### src/include/pbfws_pkg.sv
/*
   Shared constants of the peripheral flash bus wait-state controller:
   register offsets, field positions, reset values, wait counts, responses.
   Assumes a 32-bit AXI4-Lite register port and a single 50 MHz clock.
*/
// Operation
// Bits 4:2 codes 0-3 give 5/9/13/17 waits
// Other address-to-data codes give 21 waits
// Bits 8:6 codes 0-4 give 3/6/10/14/18 waits
// Other recovery codes give 22 waits
// Each flash bank keeps its own timing fields
// Count address waits, strobe, then recovery waits
package pbfws_pkg;

   localparam int unsigned PBFWS_ADDR_W = 12;
   localparam int unsigned PBFWS_DATA_W = 32;
   localparam int unsigned PBFWS_STRB_W = 4;
   localparam int unsigned PBFWS_WAIT_W = 5;
   localparam int unsigned PBFWS_CODE_W = 3;

   // Register byte offsets
   localparam logic [11:0] PBFWS_OFF_BANK0 = 12'h000;
   localparam logic [11:0] PBFWS_OFF_BANK1 = 12'h004;
   localparam logic [11:0] PBFWS_OFF_STATUS = 12'h008;

   // Field positions inside each bank register
   localparam int unsigned PBFWS_AD_LSB = 2;
   localparam int unsigned PBFWS_RC_LSB = 6;

   // Both codes at 3'h7 so a bank starts on the slowest profile
   localparam logic [31:0] PBFWS_BANK_RESET = 32'h000001dc;

   // Status register layout
   localparam int unsigned PBFWS_STAT_BUSY = 0;
   localparam int unsigned PBFWS_STAT_BANK = 1;
   localparam int unsigned PBFWS_STAT_CNT_LSB = 8;

   // Address-to-data wait counts
   localparam logic [4:0] PBFWS_AD_WAIT_0 = 5'h05;
   localparam logic [4:0] PBFWS_AD_WAIT_1 = 5'h09;
   localparam logic [4:0] PBFWS_AD_WAIT_2 = 5'h0d;
   localparam logic [4:0] PBFWS_AD_WAIT_3 = 5'h11;
   localparam logic [4:0] PBFWS_AD_WAIT_DEF = 5'h15;

   // Recovery wait counts
   localparam logic [4:0] PBFWS_RC_WAIT_0 = 5'h03;
   localparam logic [4:0] PBFWS_RC_WAIT_1 = 5'h06;
   localparam logic [4:0] PBFWS_RC_WAIT_2 = 5'h0a;
   localparam logic [4:0] PBFWS_RC_WAIT_3 = 5'h0e;
   localparam logic [4:0] PBFWS_RC_WAIT_4 = 5'h12;
   localparam logic [4:0] PBFWS_RC_WAIT_DEF = 5'h16;

   // Bus responses
   localparam logic [1:0] PBFWS_RESP_OKAY = 2'h0;
   localparam logic [1:0] PBFWS_RESP_SLVERR = 2'h2;

endpackage

### src/verilog/pbfws_wait_lut.sv
/*
   Decodes the two timing codes of one flash bank into wait counts.
   Purely combinational; the caller registers whatever it uses.
*/
`timescale 1ns/1ps
module pbfws_wait_lut (
   input wire logic [2:0] ad_code_i,
   input wire logic [2:0] rc_code_i,
   output logic [4:0] ad_waits_o,
   output logic [4:0] rc_waits_o
);

   always_comb begin
      case (ad_code_i)
         3'h0: ad_waits_o = pbfws_pkg::PBFWS_AD_WAIT_0;
         3'h1: ad_waits_o = pbfws_pkg::PBFWS_AD_WAIT_1;
         3'h2: ad_waits_o = pbfws_pkg::PBFWS_AD_WAIT_2;
         3'h3: ad_waits_o = pbfws_pkg::PBFWS_AD_WAIT_3;
         default: ad_waits_o = pbfws_pkg::PBFWS_AD_WAIT_DEF;
      endcase
   end

   always_comb begin
      case (rc_code_i)
         3'h0: rc_waits_o = pbfws_pkg::PBFWS_RC_WAIT_0;
         3'h1: rc_waits_o = pbfws_pkg::PBFWS_RC_WAIT_1;
         3'h2: rc_waits_o = pbfws_pkg::PBFWS_RC_WAIT_2;
         3'h3: rc_waits_o = pbfws_pkg::PBFWS_RC_WAIT_3;
         3'h4: rc_waits_o = pbfws_pkg::PBFWS_RC_WAIT_4;
         default: rc_waits_o = pbfws_pkg::PBFWS_RC_WAIT_DEF;
      endcase
   end

endmodule

### src/verilog/pbfws_top.sv
/*
   Peripheral flash bus wait-state controller: two bank timing registers
   and a status register behind an AXI4-Lite slave, plus the access
   sequencer that paces address strobe, data strobe and recovery.
   Assumes the request port and the bus run on mclk_i; no synchronisers.
*/
`timescale 1ns/1ps
module pbfws_top (
   input wire logic mclk_i,
   input wire logic reset_i,
   // AXI4-Lite slave
   input wire logic [11:0] s_axi_awaddr_i,
   input wire logic s_axi_awvalid_i,
   output logic s_axi_awready_o,
   input wire logic [31:0] s_axi_wdata_i,
   input wire logic [3:0] s_axi_wstrb_i,
   input wire logic s_axi_wvalid_i,
   output logic s_axi_wready_o,
   output logic [1:0] s_axi_bresp_o,
   output logic s_axi_bvalid_o,
   input wire logic s_axi_bready_i,
   input wire logic [11:0] s_axi_araddr_i,
   input wire logic s_axi_arvalid_i,
   output logic s_axi_arready_o,
   output logic [31:0] s_axi_rdata_o,
   output logic [1:0] s_axi_rresp_o,
   output logic s_axi_rvalid_o,
   input wire logic s_axi_rready_i,
   // Access request from the bus unit
   input wire logic req_valid_i,
   input wire logic req_bank_i,
   output logic req_ready_o,
   output logic req_done_o,
   // Flash bus strobes
   output logic addr_strobe_o,
   output logic [1:0] bank_select_o,
   output logic data_strobe_o
);

   typedef enum logic [2:0] {
      PBFWS_IDLE,
      PBFWS_ADDR,
      PBFWS_WAIT,
      PBFWS_STROBE,
      PBFWS_RECOV
   } pbfws_phase_e;

   typedef struct packed {
      pbfws_phase_e phase;
      logic [31:0] bank0;
      logic [31:0] bank1;
      logic [4:0] cnt;
      logic [4:0] rc_load;
      logic bank;
      logic aw_held;
      logic [11:0] aw_addr;
      logic w_held;
      logic [31:0] wdata;
      logic [3:0] wstrb;
      logic awready;
      logic wready;
      logic bvalid;
      logic [1:0] bresp;
      logic arready;
      logic rvalid;
      logic [31:0] rdata;
      logic [1:0] rresp;
      logic req_ready;
      logic req_done;
      logic addr_strobe;
      logic [1:0] bank_sel;
      logic data_strobe;
   } pbfws_state_s;

   pbfws_state_s st_reg;
   pbfws_state_s st_next;

   logic [4:0] ad_waits [2];
   logic [4:0] rc_waits [2];
   logic [31:0] bank_regs [2];

   assign bank_regs[0] = st_reg.bank0;
   assign bank_regs[1] = st_reg.bank1;

   // One decoder per bank so each bank runs its own profile
   for (genvar b = 0; b < 2; b++) begin : g_bank
      pbfws_wait_lut u_lut (
         .ad_code_i(bank_regs[b][pbfws_pkg::PBFWS_AD_LSB +: pbfws_pkg::PBFWS_CODE_W]),
         .rc_code_i(bank_regs[b][pbfws_pkg::PBFWS_RC_LSB +: pbfws_pkg::PBFWS_CODE_W]),
         .ad_waits_o(ad_waits[b]),
         .rc_waits_o(rc_waits[b])
      );
   end

   function automatic logic [31:0] pbfws_merge(
      input logic [31:0] old_v,
      input logic [31:0] new_v,
      input logic [3:0] strb
   );
      logic [31:0] r;
      r = old_v;
      for (int i = 0; i < 4; i++) begin
         if (strb[i]) begin
            r[8*i +: 8] = new_v[8*i +: 8];
         end
      end
      return r;
   endfunction

   function automatic logic [31:0] pbfws_status(input pbfws_state_s s);
      logic [31:0] v;
      v = 32'h00000000;
      v[pbfws_pkg::PBFWS_STAT_BUSY] = (s.phase != PBFWS_IDLE);
      v[pbfws_pkg::PBFWS_STAT_BANK] = s.bank;
      v[pbfws_pkg::PBFWS_STAT_CNT_LSB +: pbfws_pkg::PBFWS_WAIT_W] = s.cnt;
      return v;
   endfunction

   always_comb begin
      st_next = st_reg;
      st_next.req_done = 1'b0;
      st_next.addr_strobe = 1'b0;
      st_next.data_strobe = 1'b0;

      // Write channels are taken independently, in either order
      if (s_axi_awvalid_i && st_reg.awready) begin
         st_next.aw_held = 1'b1;
         st_next.aw_addr = s_axi_awaddr_i;
      end
      if (s_axi_wvalid_i && st_reg.wready) begin
         st_next.w_held = 1'b1;
         st_next.wdata = s_axi_wdata_i;
         st_next.wstrb = s_axi_wstrb_i;
      end
      if (st_reg.bvalid && s_axi_bready_i) begin
         st_next.bvalid = 1'b0;
      end
      if (st_reg.aw_held && st_reg.w_held && !st_reg.bvalid) begin
         st_next.aw_held = 1'b0;
         st_next.w_held = 1'b0;
         st_next.bvalid = 1'b1;
         st_next.bresp = pbfws_pkg::PBFWS_RESP_OKAY;
         // A change lands on the next access; one in flight keeps its counts
         case ({st_reg.aw_addr[11:2], 2'h0})
            pbfws_pkg::PBFWS_OFF_BANK0: begin
               st_next.bank0 = pbfws_merge(st_reg.bank0, st_reg.wdata, st_reg.wstrb);
            end
            pbfws_pkg::PBFWS_OFF_BANK1: begin
               st_next.bank1 = pbfws_merge(st_reg.bank1, st_reg.wdata, st_reg.wstrb);
            end
            pbfws_pkg::PBFWS_OFF_STATUS: begin
               st_next.bresp = pbfws_pkg::PBFWS_RESP_OKAY;
            end
            default: begin
               st_next.bresp = pbfws_pkg::PBFWS_RESP_SLVERR;
            end
         endcase
      end
      st_next.awready = !st_next.aw_held && !st_next.bvalid;
      st_next.wready = !st_next.w_held && !st_next.bvalid;

      // Read channel
      if (st_reg.rvalid && s_axi_rready_i) begin
         st_next.rvalid = 1'b0;
      end
      if (s_axi_arvalid_i && st_reg.arready) begin
         st_next.rvalid = 1'b1;
         st_next.rresp = pbfws_pkg::PBFWS_RESP_OKAY;
         case ({s_axi_araddr_i[11:2], 2'h0})
            pbfws_pkg::PBFWS_OFF_BANK0: begin
               st_next.rdata = st_reg.bank0;
            end
            pbfws_pkg::PBFWS_OFF_BANK1: begin
               st_next.rdata = st_reg.bank1;
            end
            pbfws_pkg::PBFWS_OFF_STATUS: begin
               st_next.rdata = pbfws_status(st_reg);
            end
            default: begin
               st_next.rdata = 32'h00000000;
               st_next.rresp = pbfws_pkg::PBFWS_RESP_SLVERR;
            end
         endcase
      end
      st_next.arready = !st_next.rvalid;

      // Access sequencer
      unique case (st_reg.phase)
         PBFWS_IDLE: begin
            if (req_valid_i && st_reg.req_ready) begin
               st_next.phase = PBFWS_ADDR;
               st_next.bank = req_bank_i;
               st_next.cnt = ad_waits[req_bank_i];
               st_next.rc_load = rc_waits[req_bank_i];
               st_next.addr_strobe = 1'b1;
               st_next.bank_sel = {req_bank_i, !req_bank_i};
               st_next.req_ready = 1'b0;
            end
         end
         PBFWS_ADDR: begin
            st_next.phase = PBFWS_WAIT;
         end
         PBFWS_WAIT: begin
            // Every count is at least one, so a cnt of 1 ends the wait
            if (st_reg.cnt == 5'h01) begin
               st_next.phase = PBFWS_STROBE;
               st_next.data_strobe = 1'b1;
               st_next.req_done = 1'b1;
            end else begin
               st_next.cnt = st_reg.cnt - 5'h01;
            end
         end
         PBFWS_STROBE: begin
            st_next.phase = PBFWS_RECOV;
            st_next.cnt = st_reg.rc_load;
            st_next.bank_sel = 2'h0;
         end
         PBFWS_RECOV: begin
            if (st_reg.cnt == 5'h01) begin
               st_next.phase = PBFWS_IDLE;
               st_next.req_ready = 1'b1;
            end else begin
               st_next.cnt = st_reg.cnt - 5'h01;
            end
         end
      endcase
   end

   always_ff @(posedge mclk_i) begin
      if (reset_i) begin
         st_reg <= '0;
         st_reg.phase <= PBFWS_IDLE;
         st_reg.bank0 <= pbfws_pkg::PBFWS_BANK_RESET;
         st_reg.bank1 <= pbfws_pkg::PBFWS_BANK_RESET;
         st_reg.awready <= 1'b1;
         st_reg.wready <= 1'b1;
         st_reg.arready <= 1'b1;
         st_reg.req_ready <= 1'b1;
      end else begin
         st_reg <= st_next;
      end
   end

   assign s_axi_awready_o = st_reg.awready;
   assign s_axi_wready_o = st_reg.wready;
   assign s_axi_bresp_o = st_reg.bresp;
   assign s_axi_bvalid_o = st_reg.bvalid;
   assign s_axi_arready_o = st_reg.arready;
   assign s_axi_rdata_o = st_reg.rdata;
   assign s_axi_rresp_o = st_reg.rresp;
   assign s_axi_rvalid_o = st_reg.rvalid;
   assign req_ready_o = st_reg.req_ready;
   assign req_done_o = st_reg.req_done;
   assign addr_strobe_o = st_reg.addr_strobe;
   assign bank_select_o = st_reg.bank_sel;
   assign data_strobe_o = st_reg.data_strobe;

endmodule

### config.mk
export PLATFORM = sky130hd
export DESIGN_NAME = pbfws_top
export DESIGN_NICKNAME = d
export VERILOG_FILES = /design/src/include/pbfws_pkg.sv /design/src/verilog/pbfws_wait_lut.sv /design/src/verilog/pbfws_top.sv
export SDC_FILE = /design/constraint.sdc
export NUM_CORES = 1
export LEC_CHECK = 0
export BUFFER_PORTS_ARGS = -buffer_cell sky130_fd_sc_hd__buf_2
export CAP_MARGIN = 20
export CORE_MARGIN = 2
export CORE_UTILIZATION = 49
export CTS_BUF_LIST = sky130_fd_sc_hd__clkbuf_16
export DETAILED_ROUTE_END_ITERATION = 8
export PLACE_DENSITY = 0.71
export SYNTH_ARGS = -nofsm -noshare
export SYNTH_HDL_FRONTEND = slang
export SYNTH_SLANG_ARGS = --single-unit
### constraint.sdc
create_clock -name mclk_i -period 2.4 [get_ports mclk_i]
set_clock_uncertainty 0.1 [all_clocks]
set_input_delay 0.24 -clock mclk_i [delete_from_list [all_inputs] [get_ports mclk_i]]
set_output_delay 0.24 -clock mclk_i [all_outputs]
set_load 0.005 [all_outputs]
==> results.sh <==
export IMPL_status="finished, final reports clean"
export IMPL_ir_drop_v=0.000472
export IMPL_comb_power_share_pct=9.7
export IMPL_required_ps=2600
export IMPL_rows=43
export IMPL_synth_seq_cells=170
export IMPL_arrival_ps=2480
export IMPL_final_hold_viol_count=0
export IMPL_core_mm2=0.0139
export IMPL_slowest_delay_ps=670
export IMPL_antennaDiodeCount=0
export IMPL_min_delay_path_depth=3
export IMPL_cp_start_kind="flop"
export IMPL_drt_wl_total_mm=16.3
export IMPL_post_route_min_period_ps=2280
export IMPL_num_vias=5967
export IMPL_numCtsBuffers=17
export IMPL_reg2reg_depth=6
export IMPL_num_io_pins=116
export IMPL_clock_root_buffer="clkbuf_16"
export IMPL_fin_crit_sh_pct=95.1
export IMPL_cts_tree="done"
export IMPL_overflow=0
export IMPL_die_area_mm2=0.0153
export IMPL_gp_congestion=0.852
export IMPL_antenna_found_initial=0
export IMPL_die_h_um=124
export IMPL_drive_gt1_share_pct=20.4
export IMPL_p_switching_mw=1.48
export IMPL_cp_slowest_cell="or4_1"
export IMPL_min_from="s_axi_wdata_i[12]"
export IMPL_pwr_share_clk_pct=40.5
export IMPL_relSlewSlack_pct=53.8
export IMPL_ys_warn_count=0
export IMPL_final_setup_viol_count=0
export IMPL_h_tree_depth=4
export IMPL_reg2reg_to="bank_regs[54]"
export IMPL_clk_latency_ps=430
export IMPL_globalRouteTotalUtil_pct=22.2
export IMPL_clkTransAtPathRegs_ps=60
export IMPL_syn_avg_cell_area_um2=8.55
export IMPL_fp_dieW_um=124
export IMPL_grt_pass1_wl_mm=26.5
export IMPL_r2r_start="st_reg[88]"
export IMPL_cap_violations=0
export IMPL_grt_max_degree=64
export IMPL_first_global_vias=5513
export IMPL_worstSetupPathType="reg2reg"
export IMPL_final_common_cell="dfxtp_1"
export IMPL_internal_power_mw=4.56
export IMPL_crit_cells=6
export IMPL_start_util_pct=50.5
export IMPL_syn2layout_area_growth_pct=20.5
export IMPL_slew_violations=0
export IMPL_min_path_type="in2reg"
export IMPL_routed_via_density=5.34
export IMPL_r2r_slack_ps=120
export IMPL_port_buffers=109
export IMPL_largest_reg_flops=64
export IMPL_detail_route_antenna_nets=0
export IMPL_drt_wirelength_per_cell_um=14.6
export IMPL_pwr_share_seq_pct=49.9
export IMPL_dp_hpwl_mm=10.5
export IMPL_drt_pass1_iter_count=5
export IMPL_final_cell_mix="dfxtp_1, nand2_1, a21oi_1"
export IMPL_drt_iter0_drc=412
export IMPL_ys_types=52
export IMPL_ys_async_sr_fraction_pct=0
export IMPL_holdPathEnd="st_reg[63]"
export IMPL_synth_edf_count=0
export IMPL_cp_end_kind="flop"
export IMPL_netlist_instances=824
export IMPL_netSwitchingFraction_pct=24.4
export IMPL_clock_sinks=170
export IMPL_drc=0
export IMPL_synth_top_flop_cell="dfxtp_1"
export IMPL_layoutNonFillerInstCount=1118
export IMPL_leakage_nw=3.42
export IMPL_crit_family="simple AND/OR/NAND/NOR gates"
export IMPL_path_cells="or4_1 > nor3_1 > nor4bb_2 > buf_4 > mux2i_1 > nor2_1"
export IMPL_yosysSeqAreaShare_pct=48.3
export IMPL_worst_pin_slew_ps=692
export IMPL_syn_area_mm2=0.00704
export IMPL_power_density_mw_per_mm2=711
export IMPL_clk_path_buf_depth=2
export IMPL_critical_path_peak_fanout=8
export IMPL_dpl_cell_count=1041
export IMPL_cp_num_buf_inv=1
export IMPL_max_freq_ghz=0.438
export IMPL_tns_ps=0
export IMPL_grt_setup_unrepaired="no"
export IMPL_nets=998
metrics by stage:
| step | power [mW] | worst slack [ps] | utilization [%] | hold slack, ps | instance area, um2 |
|---|---|---|---|---|---|
| 2_1_floorplan | 3.41 | 250 | - | 276 | 7050 |
| 3_3_place_gp | 3.57 | 148 | 53.8 | 336 | 7490 |
| 3_5_place_dp | 3.58 | 94.6 | 53.8 | 340 | 7490 |
| 4_1_cts | 6.06 | 68.9 | 60.8 | 12.2 | 8470 |
| 5_1_grt | 6.28 | 29.0 | 60.9 | 37.2 | 8490 |
| 6_report | 6.03 | 118 | 60.9 | 24.9 | 8490 |
worst min-delay path, delay by kind of cell:
family	cells	cell delay, ps
AOI/OAI and AO/OA	1	70
buffers and inverters	1	90
and+or+nand+nor	1	100
synthesized netlist by cell type (2+ instances only):
cell,number,area share [%]
ha_1,2,0.36
a21oi_1,112,8.0
buf_4,39,4.2
nor3b_1,3,0.32
o21a_1,2,0.21
or4_1,2,0.21
o32ai_1,2,0.25
nor4_1,4,0.36
a211oi_1,7,0.75
mux2i_1,31,4.4
a22oi_1,25,2.7
clkbuf_1,44,2.3
xnor2_1,3,0.37
nand2b_1,8,0.71
a22o_1,8,0.99
o21ai_0,11,0.78
nand3b_1,3,0.32
nor3_1,20,1.4
buf_2,3,0.21
nand2_1,145,7.7
nor2_1,73,3.9
a221oi_1,3,0.37
nand3_1,31,2.2
and2_1,4,0.36
mux2_2,24,3.8
buf_1,8,0.43
inv_1,9,0.48
dfxtp_1,170,48
nor2b_1,4,0.36
buf_6,2,0.32
metal layers:
| metal | vias to the layer above | part of all wire (%) | track usage [%] |
|---|---|---|---|
| met2 | 157 | 48 | 36.6 |
| met5 | - | 0 | 0 |
| met4 | 0 | 1.8 | 8.29 |
| li1 | 2996 | - | - |
| met1 | 2788 | 45 | 28.1 |
| met3 | 26 | 5.4 | 5.54 |
worst max-delay path by stage:
stage | from | endpoint | slack [ps]
after floorplan | st_reg[92] | bank_regs[48] | 250
after global placement | st_reg[92] | bank_regs[55] | 150
after detailed placement | st_reg[92] | bank_regs[52] | 90
after CTS | st_reg[92] | bank_regs[54] | 70
after global routing | st_reg[88] | bank_regs[51] | 30
final | st_reg[88] | bank_regs[54] | 120
layout make-up:
class	count	area, um2
fill	1202	5450
sequential	170	3400
multi-input combinational	549	3100
timing repair buffer	180	1210
clock buffer	17	425
tap	180	225
clock inverter	13	93.8
inverter	9	33.8
cells by family (layout without fill, tap and decap cells):
family | Yosys count | after routing | share of synthesized area (%)
xor+xnor | 4 | 4 | 0.498
mux | 55 | 55 | 8.24
fa+ha+maj | 2 | 2 | 0.355
flops | 170 | 170 | 48.3
buf+inv | 106 | 219 | 8.01
compound gates | 181 | 181 | 15.3
simple gates | 305 | 305 | 19.2
other cells | 1 | 2 | 0.0532
power by group through the flow:
stage               clock network (mW)  logic, mW  registers [mW]
floorplan                            0      0.377            3.03
global placement                     0      0.509            3.06
detailed placement                   0      0.515            3.07
CTS                               2.48      0.573            3.01
global route                      2.61      0.648            3.02
finish                            2.44      0.584            3.01
what timing repair did:
action / 4_1_cts / 5_1_grt
setup buffers: 0 / 1
gates resized for setup: 0 / 3
endpoints found under the setup margin: 0 / 15
hold buffers: 46 / 0
endpoints found under the hold margin: 46 / 0
(Power assumes the default switching activity.)
